$ cat src/rtl/fdc_consts.svh
`ifndef FDC_CONSTS_SVH
`define FDC_CONSTS_SVH
// ----------------------------------------
// timing
// ----------------------------------------
`define CLK_MHZ 25
`define OVR_FM_US 27
`define OVR_MFM_US 13
`define SETTLE_US 16000
// ----------------------------------------
// command opcodes and lengths
// ----------------------------------------
`define OP_WRITE 5'h05
`define OP_WRDEL 5'h09
`define OP_RDDEL 5'h0c
`define OP_TRACK 5'h02
`define OP_RDID 5'h0a
`define OP_FORMAT 5'h0d
`define CMD_LEN_RW 4'h9
`define CMD_LEN_FMT 4'h6
`define CMD_LEN_RID 4'h2
`define CMD_LEN_BAD 4'h1
`define MT_BIT 7
`define MF_BIT 6
`define SK_BIT 5
`define HD_BIT 2
// ----------------------------------------
// status bits
// ----------------------------------------
`define ST0_ABN 8'h40
`define ST1_MA 8'h01
`define ST1_ND 8'h04
`define ST1_OR 8'h10
`define ST1_DE 8'h20
`define ST2_CM 8'h40
// ----------------------------------------
// track layout
// ----------------------------------------
`define GAP_BYTE 8'h4e
`define SECT_BASE 16'h0080
`define FIRST_SECTOR 8'h01
`define RES_LEN 3'h7
// ----------------------------------------
// host register map
// ----------------------------------------
`define HR_CMD 4'h0
`define HR_DATA 4'h1
`define HR_STATUS 4'h2
`define HR_CTRL 4'h3
`define HR_RES0 4'h8
`endif

$ cat src/rtl/fdc_pkg.sv
package fdc_pkg;
	typedef enum logic [1:0] {MARK_NONE, MARK_ID, MARK_DATA, MARK_DELETED} wr_mark_t;
	typedef enum {S_IDLE, S_CMD, S_SETTLE, S_SEARCH, S_MARK, S_WR, S_RD, S_TRK_IDX, S_TRK, S_FMT_IDX,
		S_FMT_REQ, S_FMT_WR, S_RES} dev_state_t;
	typedef enum {PH_GAP1, PH_IDAM, PH_ID, PH_GAP2, PH_DAM, PH_FILL} fmt_ph_t;
endpackage

$ cat src/rtl/fdc_link_if.sv
`timescale 1ns/1ps
interface fdc_link_if;
	logic cmd_valid;
	logic [7:0] cmd_byte;
	logic drq;
	logic to_host;
	logic dack;
	logic [7:0] host_data;
	logic [7:0] dev_data;
	logic tc;
	logic res_valid;
	logic [7:0] res_byte;
	logic busy;
	modport dev (input cmd_valid, cmd_byte, dack, host_data, tc,
		output drq, to_host, dev_data, res_valid, res_byte, busy);
	modport host (output cmd_valid, cmd_byte, dack, host_data, tc,
		input drq, to_host, dev_data, res_valid, res_byte, busy);
endinterface

$ cat src/rtl/fdc_dev_end.sv
`timescale 1ns/1ps
`include "fdc_consts.svh"
module fdc_dev_end #(
	parameter int unsigned SETTLE_CYCLES = `SETTLE_US * `CLK_MHZ
) (
	// clock and reset
	input wire logic ref_clk_i,
	input wire logic rst_i,
	// host link
	fdc_link_if.dev link,
	// drive read path
	input wire logic index_i,
	input wire logic id_valid_i,
	input wire logic [7:0] id_c_i,
	input wire logic [7:0] id_h_i,
	input wire logic [7:0] id_r_i,
	input wire logic [7:0] id_n_i,
	input wire logic id_crc_ok_i,
	input wire logic mark_valid_i,
	input wire logic mark_deleted_i,
	input wire logic rd_valid_i,
	input wire logic [7:0] rd_byte_i,
	// drive write path
	input wire logic byte_tick_i,
	output logic head_load_o,
	output logic head_sel_o,
	output logic mfm_o,
	output logic wr_gate_o,
	output logic wr_strobe_o,
	output fdc_pkg::wr_mark_t wr_mark_o,
	output logic [7:0] wr_byte_o
);
	import fdc_pkg::*;

	localparam int unsigned OVR_FM_CYC = `OVR_FM_US * `CLK_MHZ;
	localparam int unsigned OVR_MFM_CYC = `OVR_MFM_US * `CLK_MHZ;

	logic [7:0] cmd_q [0:8];
	logic [3:0] ccnt_q;
	dev_state_t st_q;
	fmt_ph_t ph_q;
	logic [7:0] c_q, h_q, r_q, n_q, st0_q, st1_q, st2_q, sect_q, hold_q, dout_q, res_q;
	logic [15:0] bcnt_q;
	logic [19:0] settle_q;
	logic [10:0] ovr_q;
	logic [2:0] rcnt_q;
	logic [1:0] fk_q;
	logic idx_edge, idx_s1_q, idx_s2_q, idx_s3_q, idx_q;
	logic tc_seen_q, mark_pend_q, cm_pend_q, found_q, match_q, head_q, hold_full_q, drq_q;
	logic to_host_q, res_valid_q, gate_q, strobe_q, ovr_hit, last, id_match, dack_ok;
	wr_mark_t mark_q;
	logic [4:0] op;
	logic [3:0] need;
	logic [7:0] end_of_track_sector, sz, gap_length, nid_c, nid_h, nid_r;
	logic [15:0] len;

	// ----------------------------------------
	// decode
	// ----------------------------------------
	assign op = cmd_q[0][4:0];
	assign end_of_track_sector = cmd_q[6];
	assign sz = (op == `OP_FORMAT) ? cmd_q[2] : cmd_q[5];
	assign gap_length = (op == `OP_FORMAT) ? cmd_q[4] : cmd_q[7];
	assign len = (op != `OP_FORMAT && sz == 8'h00) ? {8'h00, cmd_q[8]} : (`SECT_BASE << sz[2:0]);
	assign last = (bcnt_q == len - 16'h0001);
	assign id_match = {id_c_i, id_h_i, id_r_i, id_n_i} == {c_q, h_q, r_q, n_q};
	assign idx_edge = idx_s2_q & ~idx_s3_q;
	assign dack_ok = link.dack & drq_q;

	always_comb
	begin
		unique case (op)
			`OP_WRITE, `OP_WRDEL, `OP_RDDEL, `OP_TRACK: need = `CMD_LEN_RW;
			`OP_RDID: need = `CMD_LEN_RID;
			`OP_FORMAT: need = `CMD_LEN_FMT;
			default: need = `CMD_LEN_BAD;
		endcase
	end

	always_comb
	begin
		nid_c = c_q;
		nid_h = h_q;
		nid_r = r_q + 8'h01;
		if (r_q == end_of_track_sector)
		begin
			nid_r = `FIRST_SECTOR;
			if (!cmd_q[0][`MT_BIT] || h_q[0])
				nid_c = c_q + 8'h01;
			if (cmd_q[0][`MT_BIT])
				nid_h = {h_q[7:1], ~h_q[0]};
		end
	end

	// ----------------------------------------
	// index synchroniser
	// ----------------------------------------
	always_ff @(posedge ref_clk_i or posedge rst_i)
	begin
		if (rst_i)
			{idx_s1_q, idx_s2_q, idx_s3_q} <= 3'h0;
		else
			{idx_s1_q, idx_s2_q, idx_s3_q} <= {index_i, idx_s1_q, idx_s2_q};
	end

	// ----------------------------------------
	// host service timer
	// ----------------------------------------
	always_ff @(posedge ref_clk_i or posedge rst_i)
	begin
		if (rst_i)
			ovr_q <= 11'h000;
		else if (!drq_q || link.dack)
			ovr_q <= 11'h000;
		else if (!ovr_hit)
			ovr_q <= ovr_q + 11'h001;
	end
	assign ovr_hit = drq_q && (ovr_q == (cmd_q[0][`MF_BIT] ? 11'(OVR_MFM_CYC - 1) : 11'(OVR_FM_CYC - 1)));

	// ----------------------------------------
	// sequencer
	// ----------------------------------------
	always_ff @(posedge ref_clk_i or posedge rst_i)
	begin
		if (rst_i)
		begin
			for (int i = 0; i < 9; i++)
				cmd_q[i] <= 8'h00;
			{ccnt_q, rcnt_q, fk_q} <= 9'h000;
			{c_q, h_q, r_q, n_q, st0_q, st1_q, st2_q, sect_q, hold_q, dout_q, res_q} <= 88'h0;
			{bcnt_q, settle_q} <= 36'h0;
			{idx_q, tc_seen_q, mark_pend_q, cm_pend_q, found_q, match_q, head_q, hold_full_q} <= 8'h00;
			{drq_q, to_host_q, res_valid_q, gate_q, strobe_q} <= 5'h00;
			mark_q <= MARK_NONE;
			ph_q <= PH_GAP1;
			st_q <= S_IDLE;
		end
		else
		begin
			strobe_q <= 1'b0;
			res_valid_q <= 1'b0;
			if (link.tc && st_q != S_IDLE && st_q != S_CMD)
				tc_seen_q <= 1'b1;
			if (dack_ok)
			begin
				drq_q <= 1'b0;
				hold_q <= link.host_data;
				hold_full_q <= 1'b1;
			end
			unique case (st_q)
				S_IDLE:
					if (link.cmd_valid)
					begin
						cmd_q[0] <= link.cmd_byte;
						ccnt_q <= 4'h1;
						st_q <= S_CMD;
					end
				S_CMD:
					if (ccnt_q == need)
					begin
						{c_q, h_q, r_q, n_q} <= {cmd_q[2], cmd_q[3], cmd_q[4], cmd_q[5]};
						{st1_q, st2_q, sect_q, bcnt_q} <= 40'h0;
						st0_q <= {5'h00, cmd_q[1][2:0]};
						{tc_seen_q, idx_q, found_q, match_q, cm_pend_q, hold_full_q, drq_q} <= 7'h00;
						to_host_q <= (op == `OP_RDDEL || op == `OP_TRACK);
						settle_q <= 20'h00000;
						head_q <= 1'b1;
						if (need == `CMD_LEN_BAD)
						begin
							st0_q <= `ST0_ABN;
							st_q <= S_RES;
						end
						else
							st_q <= head_q ? S_SETTLE : S_SETTLE;
					end
					else if (link.cmd_valid)
					begin
						cmd_q[ccnt_q] <= link.cmd_byte;
						ccnt_q <= ccnt_q + 4'h1;
					end
				S_SETTLE:
					if (settle_q >= 20'(SETTLE_CYCLES - 1))
						unique case (op)
							`OP_TRACK: st_q <= S_TRK_IDX;
							`OP_FORMAT: st_q <= S_FMT_IDX;
							default: st_q <= S_SEARCH;
						endcase
					else
						settle_q <= settle_q + 20'h00001;
				S_SEARCH:
					if (idx_edge && idx_q)
					begin
						st1_q <= st1_q | `ST1_ND | ((op == `OP_RDID) ? `ST1_MA : 8'h00);
						st0_q <= st0_q | `ST0_ABN;
						st_q <= S_RES;
					end
					else if (idx_edge)
						idx_q <= 1'b1;
					else if (id_valid_i && op == `OP_RDID)
					begin
						if (id_crc_ok_i)
						begin
							{c_q, h_q, r_q, n_q} <= {id_c_i, id_h_i, id_r_i, id_n_i};
							st_q <= S_RES;
						end
					end
					else if (id_valid_i && !id_crc_ok_i)
					begin
						st1_q <= st1_q | `ST1_DE;
						st0_q <= st0_q | `ST0_ABN;
						st_q <= S_RES;
					end
					else if (id_valid_i && id_match)
					begin
						bcnt_q <= 16'h0000;
						if (op == `OP_RDDEL)
							st_q <= S_MARK;
						else
						begin
							mark_pend_q <= 1'b1;
							gate_q <= 1'b1;
							drq_q <= ~tc_seen_q;
							st_q <= S_WR;
						end
					end
				S_MARK:
					if (mark_valid_i)
					begin
						if (op == `OP_TRACK || mark_deleted_i)
							st_q <= S_RD;
						else if (cmd_q[0][`SK_BIT])
						begin
							r_q <= r_q + 8'h01;
							idx_q <= 1'b0;
							st_q <= S_SEARCH;
						end
						else
						begin
							cm_pend_q <= 1'b1;
							st_q <= S_RD;
						end
					end
				S_WR:
					if (byte_tick_i)
					begin
						strobe_q <= 1'b1;
						if (mark_pend_q)
						begin
							mark_q <= (op == `OP_WRDEL) ? MARK_DELETED : MARK_DATA;
							dout_q <= 8'h00;
							mark_pend_q <= 1'b0;
						end
						else
						begin
							mark_q <= MARK_NONE;
							dout_q <= hold_full_q ? hold_q : 8'h00;
							if (hold_full_q)
								hold_full_q <= 1'b0;
							bcnt_q <= bcnt_q + 16'h0001;
							if (last)
							begin
								gate_q <= 1'b0;
								if (tc_seen_q || r_q == end_of_track_sector)
								begin
									{c_q, h_q, r_q} <= {nid_c, nid_h, nid_r};
									st_q <= S_RES;
								end
								else
								begin
									r_q <= r_q + 8'h01;
									idx_q <= 1'b0;
									st_q <= S_SEARCH;
								end
							end
							else if (!tc_seen_q)
								drq_q <= 1'b1;
						end
					end
				S_RD:
					if (rd_valid_i)
					begin
						bcnt_q <= bcnt_q + 16'h0001;
						if (!tc_seen_q)
						begin
							dout_q <= rd_byte_i;
							drq_q <= 1'b1;
							if (drq_q && !link.dack)
							begin
								st1_q <= st1_q | `ST1_OR;
								st0_q <= st0_q | `ST0_ABN;
								st_q <= S_RES;
							end
						end
						if (last && op == `OP_TRACK)
						begin
							sect_q <= sect_q + 8'h01;
							if (sect_q + 8'h01 == end_of_track_sector)
							begin
								st1_q <= st1_q | (match_q ? 8'h00 : `ST1_ND);
								st_q <= S_RES;
							end
							else
								st_q <= S_TRK;
						end
						else if (last && cm_pend_q)
						begin
							st2_q <= st2_q | `ST2_CM;
							st_q <= S_RES;
						end
						else if (last && (tc_seen_q || r_q == end_of_track_sector))
						begin
							{c_q, h_q, r_q} <= {nid_c, nid_h, nid_r};
							st_q <= S_RES;
						end
						else if (last)
						begin
							r_q <= r_q + 8'h01;
							idx_q <= 1'b0;
							st_q <= S_SEARCH;
						end
					end
				S_TRK_IDX:
					if (idx_edge)
						st_q <= S_TRK;
				S_TRK:
					if (idx_edge && !found_q)
					begin
						st1_q <= st1_q | `ST1_MA;
						st0_q <= st0_q | `ST0_ABN;
						st_q <= S_RES;
					end
					else if (id_valid_i)
					begin
						found_q <= 1'b1;
						if (id_match)
							match_q <= 1'b1;
						bcnt_q <= 16'h0000;
						st_q <= S_MARK;
					end
				S_FMT_IDX:
					if (idx_edge)
					begin
						fk_q <= 2'h0;
						drq_q <= 1'b1;
						st_q <= S_FMT_REQ;
					end
				S_FMT_REQ:
					if (idx_edge)
					begin
						drq_q <= 1'b0;
						st_q <= S_RES;
					end
					else if (dack_ok)
					begin
						unique case (fk_q)
							2'h0: c_q <= link.host_data;
							2'h1: h_q <= link.host_data;
							2'h2: r_q <= link.host_data;
							2'h3: n_q <= link.host_data;
						endcase
						fk_q <= fk_q + 2'h1;
						if (fk_q == 2'h3)
						begin
							gate_q <= 1'b1;
							ph_q <= PH_GAP1;
							bcnt_q <= 16'h0000;
							st_q <= S_FMT_WR;
						end
						else
							drq_q <= 1'b1;
					end
				S_FMT_WR:
					if (idx_edge)
					begin
						gate_q <= 1'b0;
						st_q <= S_RES;
					end
					else if (byte_tick_i)
					begin
						strobe_q <= 1'b1;
						mark_q <= MARK_NONE;
						bcnt_q <= bcnt_q + 16'h0001;
						unique case (ph_q)
							PH_GAP1, PH_GAP2:
							begin
								dout_q <= `GAP_BYTE;
								if (bcnt_q + 16'h0001 >= {8'h00, gap_length})
								begin
									bcnt_q <= 16'h0000;
									ph_q <= (ph_q == PH_GAP1) ? PH_IDAM : PH_DAM;
								end
							end
							PH_IDAM, PH_DAM:
							begin
								mark_q <= (ph_q == PH_IDAM) ? MARK_ID : MARK_DATA;
								dout_q <= 8'h00;
								bcnt_q <= 16'h0000;
								ph_q <= (ph_q == PH_IDAM) ? PH_ID : PH_FILL;
							end
							PH_ID:
							begin
								dout_q <= (bcnt_q[1:0] == 2'h0) ? c_q : (bcnt_q[1:0] == 2'h1) ? h_q :
									(bcnt_q[1:0] == 2'h2) ? r_q : n_q;
								if (bcnt_q[1:0] == 2'h3)
								begin
									bcnt_q <= 16'h0000;
									ph_q <= PH_GAP2;
								end
							end
							PH_FILL:
							begin
								dout_q <= cmd_q[5];
								if (last)
								begin
									r_q <= r_q + 8'h01;
									sect_q <= sect_q + 8'h01;
									fk_q <= 2'h0;
									drq_q <= 1'b1;
									st_q <= S_FMT_REQ;
								end
							end
						endcase
					end
				S_RES:
					if (!drq_q)
					begin
						res_valid_q <= 1'b1;
						res_q <= (rcnt_q == 3'h0) ? st0_q : (rcnt_q == 3'h1) ? st1_q : (rcnt_q == 3'h2) ? st2_q :
							(rcnt_q == 3'h3) ? c_q : (rcnt_q == 3'h4) ? h_q : (rcnt_q == 3'h5) ? r_q : n_q;
						rcnt_q <= rcnt_q + 3'h1;
						if (rcnt_q == `RES_LEN - 3'h1)
						begin
							rcnt_q <= 3'h0;
							st_q <= S_IDLE;
						end
					end
			endcase
			if (ovr_hit && st_q != S_RES)
			begin
				st1_q <= st1_q | `ST1_OR;
				st0_q <= st0_q | `ST0_ABN;
				gate_q <= 1'b0;
				drq_q <= 1'b0;
				st_q <= S_RES;
			end
			else if (ovr_hit)
				drq_q <= 1'b0;
		end
	end

	// ----------------------------------------
	// outputs
	// ----------------------------------------
	assign link.drq = drq_q;
	assign link.to_host = to_host_q;
	assign link.dev_data = dout_q;
	assign link.res_valid = res_valid_q;
	assign link.res_byte = res_q;
	assign link.busy = (st_q != S_IDLE);
	assign head_load_o = head_q;
	assign head_sel_o = cmd_q[1][`HD_BIT];
	assign mfm_o = cmd_q[0][`MF_BIT];
	assign wr_gate_o = gate_q;
	assign wr_strobe_o = strobe_q;
	assign wr_mark_o = mark_q;
	assign wr_byte_o = dout_q;
endmodule

$ cat src/flat_wrapper.sv
// flat-port wrapper written by rule: the top's interface ports become plain ports
module fdc_dev_end_flat import fdc_pkg::*;
#(
	parameter int unsigned SETTLE_CYCLES = `SETTLE_US * `CLK_MHZ
)
  (ref_clk_i, rst_i, index_i, id_valid_i, id_c_i, id_h_i, id_r_i, id_n_i, id_crc_ok_i, mark_valid_i, mark_deleted_i, rd_valid_i, rd_byte_i, byte_tick_i, head_load_o, head_sel_o, mfm_o, wr_gate_o, wr_strobe_o, wr_mark_o, wr_byte_o, link_cmd_valid, link_cmd_byte, link_dack, link_host_data, link_tc, link_drq, link_to_host, link_dev_data, link_res_valid, link_res_byte, link_busy);
  fdc_link_if link_i ();
  input wire logic ref_clk_i;
  input wire logic rst_i;
  input wire logic index_i;
  input wire logic id_valid_i;
  input wire logic [7:0] id_c_i;
  input wire logic [7:0] id_h_i;
  input wire logic [7:0] id_r_i;
  input wire logic [7:0] id_n_i;
  input wire logic id_crc_ok_i;
  input wire logic mark_valid_i;
  input wire logic mark_deleted_i;
  input wire logic rd_valid_i;
  input wire logic [7:0] rd_byte_i;
  input wire logic byte_tick_i;
  output logic head_load_o;
  output logic head_sel_o;
  output logic mfm_o;
  output logic wr_gate_o;
  output logic wr_strobe_o;
  output fdc_pkg::wr_mark_t wr_mark_o;
  output logic [7:0] wr_byte_o;
  input wire logic [$bits(link_i.cmd_valid)-1:0] link_cmd_valid;
  input wire logic [$bits(link_i.cmd_byte)-1:0] link_cmd_byte;
  input wire logic [$bits(link_i.dack)-1:0] link_dack;
  input wire logic [$bits(link_i.host_data)-1:0] link_host_data;
  input wire logic [$bits(link_i.tc)-1:0] link_tc;
  output wire logic [$bits(link_i.drq)-1:0] link_drq;
  output wire logic [$bits(link_i.to_host)-1:0] link_to_host;
  output wire logic [$bits(link_i.dev_data)-1:0] link_dev_data;
  output wire logic [$bits(link_i.res_valid)-1:0] link_res_valid;
  output wire logic [$bits(link_i.res_byte)-1:0] link_res_byte;
  output wire logic [$bits(link_i.busy)-1:0] link_busy;
  assign link_i.cmd_valid = link_cmd_valid;
  assign link_i.cmd_byte = link_cmd_byte;
  assign link_i.dack = link_dack;
  assign link_i.host_data = link_host_data;
  assign link_i.tc = link_tc;
  assign link_drq = link_i.drq;
  assign link_to_host = link_i.to_host;
  assign link_dev_data = link_i.dev_data;
  assign link_res_valid = link_i.res_valid;
  assign link_res_byte = link_i.res_byte;
  assign link_busy = link_i.busy;
  fdc_dev_end #(.SETTLE_CYCLES(SETTLE_CYCLES)) u_core (.ref_clk_i(ref_clk_i), .rst_i(rst_i), .link(link_i), .index_i(index_i), .id_valid_i(id_valid_i), .id_c_i(id_c_i), .id_h_i(id_h_i), .id_r_i(id_r_i), .id_n_i(id_n_i), .id_crc_ok_i(id_crc_ok_i), .mark_valid_i(mark_valid_i), .mark_deleted_i(mark_deleted_i), .rd_valid_i(rd_valid_i), .rd_byte_i(rd_byte_i), .byte_tick_i(byte_tick_i), .head_load_o(head_load_o), .head_sel_o(head_sel_o), .mfm_o(mfm_o), .wr_gate_o(wr_gate_o), .wr_strobe_o(wr_strobe_o), .wr_mark_o(wr_mark_o), .wr_byte_o(wr_byte_o));
endmodule
$ cat config.mk
export PLATFORM = sky130hd
export DESIGN_NAME = fdc_dev_end_flat
export DESIGN_NICKNAME = d
export VERILOG_FILES = /design/src/rtl/fdc_pkg.sv /design/src/rtl/fdc_link_if.sv /design/src/rtl/fdc_dev_end.sv /design/src/flat_wrapper.sv
export VERILOG_INCLUDE_DIRS = /design/src /design/src/rtl
export SDC_FILE = /design/constraint.sdc
export NUM_CORES = 1
export LEC_CHECK = 0
export BUFFER_PORTS_ARGS = -buffer_cell sky130_fd_sc_hd__buf_2
export CORE_AREA = 8 8 254 256
export CTS_BUF_LIST = sky130_fd_sc_hd__clkbuf_8
export DETAILED_ROUTE_END_ITERATION = 12
export DIE_AREA = 0 0 262 264
export PLACE_DENSITY_LB_ADDON = 0.12
export SYNTH_ARGS = -nofsm -noshare
export SYNTH_HDL_FRONTEND = slang
export SYNTH_SLANG_ARGS = --single-unit
$ cat constraint.sdc
create_clock -name ref_clk_i -period 10.5 [get_ports ref_clk_i]
set_clock_uncertainty 0.2 [all_clocks]
set_input_delay 3.15 -clock ref_clk_i [delete_from_list [all_inputs] [get_ports ref_clk_i]]
set_output_delay 3.15 -clock ref_clk_i [all_outputs]
set_load 0.02 [all_outputs]
Yosys cells after proc, flatten, opt, wreduce, memory -nomap -nowiden
Cells that the tools add are included.
{"block": "word_totals", "in_bits": 68, "elab_cells": 627, "ff_bits": 298}
{"block": "op_classes", "n_shift": 1, "n_lt_le_gt_ge": 4, "addsub": 10, "mux": 320, "n_reduce_logical": 87, "eq_ne": 141, "bitwise_logic": 14}
{"cell": "two-way mux 32 bit", "n": 42}
{"cell": "two-way mux 8 bit", "n": 107}
{"cell": "one-hot mux 32 bit (13 select lines)", "n": 1}
{"cell": "two-way mux 16 bit", "n": 19}
{"cell": "== test 32 x 3 -> 1 bit (second input constant)", "n": 6}
{"cell": "== test 32 x 2 -> 1 bit (second input constant)", "n": 5}
{"cell": "== test 32 x 4 -> 1 bit (second input constant)", "n": 5}
{"cell": "two-way mux 72 bit", "n": 2}
{"cell": "one-hot mux 16 bit (7 select lines)", "n": 1}
{"cell": "logical NOT 32 bit", "n": 3}
{"cell": "one-hot mux 32 bit (3 select lines)", "n": 1}
{"cell": "one-hot mux 8 bit (4 select lines)", "n": 3}
{"cell": "one-hot mux 8 bit (5 select lines)", "n": 2}
{"cell": "two-way mux 1 bit", "n": 78}
{"cell": "bitwise mux 72 bit", "n": 1}
{"cell": "one-hot mux 8 bit (3 select lines)", "n": 3}
{"cell": "== test 32 x 1 -> 1 bit (second input constant)", "n": 2}
{"cell": "one-hot mux 32 bit (2 select lines)", "n": 1}
{"cell": "!= test 2 bit (second input constant)", "n": 30}
{"cell": "one-hot mux 8 bit (7 select lines)", "n": 1}
{"cell": "AND reduction 17 bit", "n": 3}
{"cell": "one-hot mux 16 bit (3 select lines)", "n": 1}
{"cell": "two-way mux 7 bit", "n": 6}
{"cell": "!= test 3 x 1 -> 1 bit (second input constant)", "n": 14}
{"cell": "other kinds (89)", "n": 240}

Depth between registers and ports, before layout
Gate-level depths: netlist of run 1.
{"block": "logic_depth", "word_depth": 14, "ltp_mapped": 20, "depth_no_buf": 15}

Least setup slack after synthesis of run 1
OpenSTA, ideal clock, no wires.
{"block": "synth_path", "path_kind": "input -> register", "startpoint": "in id_c_i[7]", "endpoint": "reg u_core.drq_q, in the netlist u_core.link.drq", "slack_ns": 5.230, "arrival_time_ns": 4.944, "setup_ns": 0.126, "stages": 9, "path_buffers": 0, "cell_sequence": "xnor2_1 -> nand4_1 -> nor4_1 -> nand4_1 -> or2_2 -> nor3_1 -> mux2_2 -> o221ai_1 -> o311a_1"}
{"block": "synth_between", "elab_chain_cells": 10}
{"item": "from (decl)", "line_no": "flat_wrapper.sv:12", "source": "input wire logic [7:0] id_c_i;"}
{"item": "== test 32 bit", "line_no": "fdc_dev_end.sv:66", "source": "assign id_match = {id_c_i, id_h_i, id_r_i, id_n_i} == {c_q, h_q, r_q, n_q};"}
{"item": "logical AND 1 bit", "line_no": "fdc_dev_end.sv:213", "source": "else if (id_valid_i && id_match)"}
{"item": "two-way mux 1 bit", "line_no": "fdc_dev_end.sv:213"}
{"item": "two-way mux 1 bit", "line_no": "fdc_dev_end.sv:207", "source": "else if (id_valid_i && !id_crc_ok_i)"}
{"item": "two-way mux 1 bit", "line_no": "fdc_dev_end.sv:199", "source": "else if (id_valid_i && op == `OP_RDID)"}
{"item": "two-way mux 1 bit", "line_no": "fdc_dev_end.sv:197", "source": "else if (idx_edge)"}
{"item": "two-way mux 1 bit", "line_no": "fdc_dev_end.sv:191", "source": "if (idx_edge && idx_q)"}
{"item": "one-hot mux 1 bit (7 select lines)", "line_no": "fdc_dev_end.sv:150", "source": "unique case (st_q)"}
{"item": "two-way mux 1 bit", "line_no": "fdc_dev_end.sv:446", "source": "else if (ovr_hit)"}
{"item": "two-way mux 1 bit", "line_no": "fdc_dev_end.sv:438", "source": "if (ovr_hit && st_q != S_RES)"}
{"item": "to (signal assigned)", "line_no": "fdc_dev_end.sv:222", "source": "drq_q <= ~tc_seen_q;"}
{"item": "to (decl)", "line_no": "fdc_dev_end.sv:49", "source": "logic tc_seen_q, mark_pend_q, cm_pend_q, found_q, match_q, head_q, hold_full_q, drq_q;"}
No other way between the ends.
A chain may end at the register's enable or synchronous reset.

Worst setup path after layout of run 1
{"block": "layout_path", "startpoint": "reg u_core.cmd_q[24] (netlist bit)", "endpoint": "reg u_core.r_q[3]"}
{"block": "layout_between", "elab_chain_cells": 12, "elab_cells_between_ends": 23, "cone_classes": "1 x add/sub; 4 x eq/ne; 1 x shift; 11 x mux; 6 x reduce/logical"}
{"item": "from (decl)", "line_no": "fdc_dev_end.sv:38", "source": "logic [7:0] cmd_q [0:8];"}
{"item": "from (signal, indexed assignment)", "line_no": "fdc_dev_end.sv:178", "source": "cmd_q[ccnt_q] <= link.cmd_byte;"}
{"item": "two-way mux 8 bit (*)", "line_no": "fdc_dev_end.sv:62", "source": "assign sz = (op == `OP_FORMAT) ? cmd_q[2] : cmd_q[5];"}
{"item": "logical NOT 8 bit", "line_no": "fdc_dev_end.sv:64", "source": "assign len = (op != `OP_FORMAT && sz == 8'h00) ? {8'h00, cmd_q[8]} : (`SECT_BASE << sz[2:0]);"}
{"item": "logical AND 1 bit", "line_no": "fdc_dev_end.sv:64"}
{"item": "two-way mux 16 bit (*)", "line_no": "fdc_dev_end.sv:64"}
{"item": "subtractor 16 x 1 -> 16 bit (*)", "line_no": "fdc_dev_end.sv:65", "source": "assign last = (bcnt_q == len - 16'h0001);"}
{"item": "== test 16 bit (*)", "line_no": "fdc_dev_end.sv:65"}
{"item": "two-way mux 8 bit / logical AND 1 bit (equally long branches)"}
{"item": "two-way mux 8 bit", "line_no": "fdc_dev_end.sv:310", "source": "else if (last && (tc_seen_q || r_q == end_of_track_sector))"}
{"item": "two-way mux 8 bit", "line_no": "fdc_dev_end.sv:305", "source": "else if (last && cm_pend_q)"}
{"item": "two-way mux 8 bit", "line_no": "fdc_dev_end.sv:294", "source": "if (last && op == `OP_TRACK)"}
{"item": "two-way mux 8 bit", "line_no": "fdc_dev_end.sv:280", "source": "if (rd_valid_i)"}
{"item": "one-hot mux 8 bit (7 select lines)", "line_no": "fdc_dev_end.sv:150"}
{"item": "to (signal assigned)", "line_no": "fdc_dev_end.sv:161", "source": "{c_q, h_q, r_q, n_q} <= {cmd_q[2], cmd_q[3], cmd_q[4], cmd_q[5]};"}
{"item": "to (signal assigned)", "line_no": "fdc_dev_end.sv:312", "source": "{c_q, h_q, r_q} <= {nid_c, nid_h, nid_r};"}
{"item": "to (signal assigned)", "line_no": "fdc_dev_end.sv:317", "source": "r_q <= r_q + 8'h01;"}
{"item": "to (decl)", "line_no": "fdc_dev_end.sv:42", "source": "logic [7:0] c_q, h_q, r_q, n_q, st0_q, st1_q, st2_q, sect_q, hold_q, dout_q, res_q;"}
Every way passes the cells marked *; elsewhere a longest branch is shown, timed or not. The select of a mux whose other input is x is not followed.

==> flow_metrics.tcl, run 1 <==
set metrics [dict create \
    cts.sinks 223 \
    start_util_pct 24.5 \
    period_needed_ps 6050 \
    r2r-end "u_core.r_q[3]$_DFFE_PP0P_" \
    cp_max_fo 19 \
    rr_worst_depth 14 \
    fin_crit_sh_pct 57.6 \
    cts_root_buffer "clkbuf_8" \
    path_class "register to register" \
    startpoint "u_core.cmd_q[24]$_DFFE_PP0P_" \
    arrival_ps 6330 \
    ios 103 \
    grt_overflow 0 \
    synth_area_sq_um 14900 \
    maxSlewHeadroom_pct 6.02 \
    cts_hold_buf 0 \
    post-dp-hpwl_microns 47400 \
    ant_nets 0 \
    remaining_drc_errors 0 \
    finalMaxSlewViolations 0 \
    rsz0062_at_grt "false" \
    post_drt_wl_per_cell_microns 24.5 \
    worst_slack_ps 4450 \
    ys_async_sr_fraction_pct 100 \
    r2r_setup_slack_ps 4450 \
    layout.nets 1861 \
    setup-tns-final_ps 0 \
    drt_wl_total_microns 63400 \
    worst_pin_slew_ps 1410 \
    clock_path_buffers 3 \
    hold_violations 0 \
    finish.utilization_pct 28.2 \
    setup_viol 0 \
    die_area_sq_um 69200 \
    antenna_found_initial 3 \
    grt_pass1_vias 13685 \
    coreArea_sq_um 60800 \
    power_leakage_nw 7.26 \
    cts_tree "built" \
    synthToLayoutAreaGrowth_pct 15.1 \
    port_buffers 102 \
    first_iter_violations 1239 \
    ys_seq_area_share_pct 37.5 \
    num-fill-cells 6597 \
    grt_max_degree 119 \
    min-delay-start "u_core.idx_s1_q$_DFF_PP0_" \
    critPathLaunchType "register" \
    dp.cells 2507 \
    holdPathEnd "u_core.idx_s2_q$_DFF_PP0_" \
    post-place-ws_ps 3910 \
    end_kind "register" \
    required_ps 10780 \
    synth-edff-count 0 \
    whs_path_depth 0 \
    cts.clk_slew.worst_paths_ps 60 \
    via_per_inst 5.38 \
    drv_cap 0 \
    yosysUniqueCellTypes 92 \
    place.gp.congestion 0.894 \
    cts_resized 0 \
    synth_nets 1790 \
    status "completed" \
    whs_ps 152 \
    final_cell_mix "dfrtp_1, nand2_1, nor2_1, a21oi_1, o21ai_0" \
    via_count 13946 \
    p_per_area_nw_per_um2 267 \
    drt_first_pass_iters 7 \
    hp-class "register to register" \
    die_height_microns 264 \
    drive_above_1_share_pct 18.1 \
    die_w_microns 262 \
    grt_pass1_wl_microns 94000 \
    insertion_delay_ps 630 \
    synth_flop_cell "dfrtp_1" \
    ys_ff_latch 223 \
    cts_buffers 46 \
    post_cts_buffers 0 \
    max_clock_freq_mhz 165 \
    max-vdd-ir-drop_mv 0.102 \
    synth_cells 1694 \
    row_count 91 \
    synth.yosys.warnings 0 \
    r2r-start "u_core.cmd_q[24]$_DFFE_PP0P_" \
    syn_avg_cell_area_sq_um 8.79 \
    layout_commonest_cell "dfrtp_1" \
    final_cells 2590 \
    htreeDepth 2 \
    grt_use_total_pct 17.9 \
]
==> cell usage after synthesis (all sizes together), types with 6 or more instances <==
cell type | number | share of area, %
nand2 | 189 | 4.8
xor2 | 51 | 3.0
inv | 35 | 0.88
o211ai | 15 | 0.86
mux2i | 38 | 2.6
nand2b | 17 | 0.71
clkbuf | 88 | 2.2
o221ai | 8 | 0.51
a21o | 11 | 0.55
o2111ai | 7 | 0.45
nor4 | 21 | 1.0
nor2b | 17 | 0.71
a22o | 14 | 0.82
a31oi | 24 | 1.0
mux2 | 93 | 7.0
a221o | 10 | 0.67
o31ai | 16 | 0.81
a21oi | 109 | 3.7
or4 | 7 | 0.40
o2bb2ai | 10 | 0.59
o22ai | 7 | 0.29
buf | 20 | 0.87
a221oi | 19 | 1.1
xnor2 | 46 | 2.7
a222oi | 8 | 0.54
o21ai | 107 | 3.6
nand3 | 54 | 1.8
ha | 28 | 2.4
o21bai | 6 | 0.30
dfrtp | 223 | 37
or3 | 18 | 0.76
nor3b | 9 | 0.52
a211oi | 14 | 0.71
o21a | 14 | 0.71
and2 | 15 | 0.63
nand4 | 22 | 0.92
and3 | 20 | 0.84
or2 | 10 | 0.42
nor3 | 38 | 1.4
nor2 | 163 | 4.1
==> sequential cells by signal, indices dropped and copies added (netlist names), 11 cells and up <==
| register | count |
|---|---|
| u_core.bcnt_q | 16 |
| u_core.ovr_q | 11 |
| u_core.cmd_q | 57 |
| u_core.settle_q | 20 |
==> power by group <==
group,internal (mW),switching (mW),total [mW]
combinational,0.784,1.41,2.20
sequential,1.05,0.325,1.38
clock,0.563,0.429,0.992
==> final cells by class <==
type / instances / area, sq um / area share (%)
Clock inverter: 26 / 218 / 1.27
Timing Repair Buffer: 131 / 728 / 4.25
Tap cell: 790 / 988 / 5.77
Clock buffer: 54 / 743 / 4.34
Sequential cell: 223 / 5580 / 32.6
Multi-Input combinational cell: 1327 / 8730 / 50.9
Antenna cell: 3 / 7.51 / 0.0438
Inverter: 36 / 143 / 0.832
==> worst max-delay path: stages (launching register included) <==
cell and delay (ps):
dfrtp_1 660, nor4_4 520, o211a_1 440, nand2_1 100, ha_1 370, xnor2_1 370, xnor2_1 160, o2111ai_1 140
o22ai_1 190, o2111ai_1 260, a2111oi_4 550, and2_1 790, o211ai_2 480, a2111oi_0 550, a21oi_1 120
==> metrics by stage <==
| step | power, mW | instance area (sq um) |
|---|---|---|
| 6_report | 4.57 | 17100 |
| 4_1_cts | 4.59 | 17100 |
| 5_1_grt | 4.85 | 17100 |
| 2_1_floorplan | 2.78 | 14900 |
| 3_5_place_dp | 3.56 | 16200 |
| 3_3_place_gp | 3.56 | 16200 |
==> routing by layer <==
layer | track usage, % | part of all wire, %
met1 | 24.3 | 45
met2 | 28.9 | 46
met3 | 3.10 | 6.0
met4 | 5.40 | 2.6
met5 | 0 | 0
==> worst max path at each step <==
stage | end | slack [ps] | cells past startpoint
2_1_floorplan | u_core.bcnt_q[0]$_DFFE_PP0P_ | 1040 | 1
3_3_place_gp | u_core.bcnt_q[8]$_DFFE_PP0P_ | 3980 | 9
3_5_place_dp | u_core.bcnt_q[8]$_DFFE_PP0P_ | 3910 | 9
4_1_cts | u_core.r_q[3]$_DFFE_PP0P_ | 4480 | 14
5_1_grt | u_core.r_q[3]$_DFFE_PP0P_ | 4030 | 14
6_report | u_core.r_q[3]$_DFFE_PP0P_ | 4450 | 14
==> logic make-up (layout without fill, tap and decap cells) <==
| family | after synthesis | in the layout | share of synthesized area, % |
|---|---|---|---|
| compound gates | 446 | 446 | 20.3 |
| mux | 132 | 132 | 9.74 |
| buf+inv | 144 | 247 | 4.00 |
| fa+ha+maj | 28 | 28 | 2.35 |
| other cells | 0 | 3 | 0 |
| xor+xnor | 97 | 97 | 5.71 |
| flops | 223 | 223 | 37.5 |
| simple gates | 624 | 624 | 20.5 |
Note: power is estimated with default switching activity, not from simulation.
==> run 2: changes to the inputs <==
Clock period 10.5 ns to 6 ns, I/O delays scaled along.
==> run 2 against run 1 <==
Effect of this change:
- non-clock buffer count is 5 higher
- final area hardly changed
- worst setup slack worse by 3800 ps
- sequential power is 76% higher
==> flow_metrics.tcl, run 2 (same netlist as run 1, synthesis figures left out) <==
set metrics [dict create \
    status "completed" \
    clock_path_buffers 3 \
    grt_overflow 0 \
    die_area_sq_um 69200 \
    cp_cell_sequence "inv_1 > o211a_1 > nand2_1 > ha_1 > o21ai_0 > o32ai_1 > xor2_1 > nor3_1 > nand2_1 > o21a_1 > o21ai_2 > mux2_2" \
    cts_resized 0 \
    drt_first_pass_iters 5 \
    cts_buffers 48 \
    hp-class "register to register" \
    cts.clk_slew.worst_paths_ps 60 \
    cts_tree "built" \
    critPathLaunchType "register" \
    ant_nets 0 \
    grt_use_met1_pct 24.7 \
    start_util_pct 24.5 \
    setup-tns-final_ps 0 \
    period_needed_ps 5380 \
    insertion_delay_ps 660 \
    met2_usage_pct 28.1 \
    antenna_found_initial 4 \
    arrival_ps 5710 \
    synthToLayoutAreaGrowth_pct 15.1 \
    cts_root_buffer "clkbuf_8" \
    drive_above_1_share_pct 18.5 \
    cts.sinks 223 \
    die_height_microns 264 \
    max-vdd-ir-drop_mv 0.147 \
    via_count 13781 \
    power_leakage_nw 7.27 \
    grt_pass1_wl_microns 93400 \
    port_buffers 102 \
    regMostFlops "u_core.cmd_q" \
    coreArea_sq_um 60800 \
    top_regs "u_core.cmd_q: 57 flops, u_core.settle_q: 20 flops, u_core.bcnt_q: 16 flops" \
    row_count 91 \
    drt_wl_total_microns 64000 \
    whs_path_depth 0 \
    post_cts_buffers 0 \
    path_class "register to register" \
    required_ps 6330 \
    drv_cap 0 \
    max_clock_freq_mhz 186 \
    grt_use_total_pct 18.1 \
    path_common_cell "nand2_1" \
    grt_max_degree 96 \
    cp_max_fo 14 \
    post_drt_wl_per_cell_microns 24.6 \
    post-dp-hpwl_microns 48200 \
    htreeDepth 2 \
    fin_crit_sh_pct 89.7 \
    worst_pin_slew_ps 1160 \
    rsz0062_at_grt "false" \
    p_per_area_nw_per_um2 463 \
    final_cell_mix "dfrtp_1, nand2_1, nor2_1, a21oi_1, o21ai_0" \
    layout.nets 1868 \
    maxSlewHeadroom_pct 22.7 \
    cts_hold_buf 0 \
    end_kind "register" \
    setup_viol 0 \
    largest_reg_flops 57 \
    rr_worst_depth 12 \
    use_met3_pct 2.88 \
    grt_busiest_layer "met2" \
    die_w_microns 262 \
    first_iter_violations 1047 \
    finalMaxSlewViolations 0 \
    remaining_drc_errors 0 \
    via_per_inst 5.31 \
    final_cells 2595 \
    crit_slowest_cell "dfrtp_1" \
    cp_slowest_stage_delay_ps 650 \
    place.gp.congestion 0.911 \
    hold_violations 0 \
    grt_pass1_vias 13568 \
    ios 103 \
    dp.cells 2512 \
    layout_commonest_cell "dfrtp_1" \
]
==> run 2: cell types whose count changed in the layout (fill, tap and decap cells not counted), sizes merged <==
cell	delta
clkinv	+2
clkbuf	+7
buf	+5
clkinvlp	-1
bufinv	-4
inv	-4
==> run 2: power breakdown <==
group	switching, mW	leakage (nW)	internal [mW]
Combinational	2.47	3.78	1.39
Sequential	0.586	2.96	1.84
Clock	0.749	0.535	0.901
Total	3.81	7.27	4.13
==> run 2: per-layer routing <==
layer,part of all wire [%],vias to the layer above
met5,0.020,-
met4,4.4,2
met3,5.6,129
met2,44,479
met1,46,6795
li1,-,6376
==> run 2: area by class of cell <==
class | instances | area, sq um
Clock inverter | 19 | 83.8
Antenna cell | 3 | 7.51
Multi-Input combinational cell | 1327 | 8730
Inverter | 36 | 139
Tap cell | 790 | 988
Fill cell | 6568 | 43700
Clock buffer | 61 | 840
Sequential cell | 223 | 5580
Timing Repair Buffer | 136 | 778
==> run 2: path summary, 6_finish.rpt <==
path	slack, ps	to	from
min	190	u_core.idx_s2_q$_DFF_PP0_	u_core.idx_s1_q$_DFF_PP0_
min reg2reg	190	u_core.idx_s2_q$_DFF_PP0_	u_core.idx_s1_q$_DFF_PP0_
max	620	u_core.h_q[6]$_DFFE_PP0P_	u_core.cmd_q[66]$_DFFE_PP0P_
max in group asynchronous	3330	u_core.bcnt_q[10]$_DFFE_PP0P_	rst_i
max reg2reg	620	u_core.h_q[6]$_DFFE_PP0P_	u_core.cmd_q[66]$_DFFE_PP0P_
min in group asynchronous	1010	u_core.h_q[5]$_DFFE_PP0P_	rst_i
==> run 2: critical path: cells and delay by family, from the launching register on <==
family / cells / cell delay (ps)
mux: 1 / 400
simple gates: 3 / 1260
xor+xnor: 1 / 130
flops: 1 / 650
buf+inv: 1 / 260
fa+ha+maj: 1 / 460
compound gates: 5 / 1910
==> run 2: metrics by stage <==
stage          util (%)  total power [mW]  instance area (sq um)  hold slack (ps)  setup slack (ps)
2_1_floorplan         -              4.86                  14900              131              1090
5_1_grt            28.2              8.43                  17100              197               273
6_report           28.2              7.94                  17100              188               619
4_1_cts            28.2              7.98                  17100              200               677
3_3_place_gp       26.7              6.28                  16200              186               756
3_5_place_dp       26.7              6.28                  16200              187               671
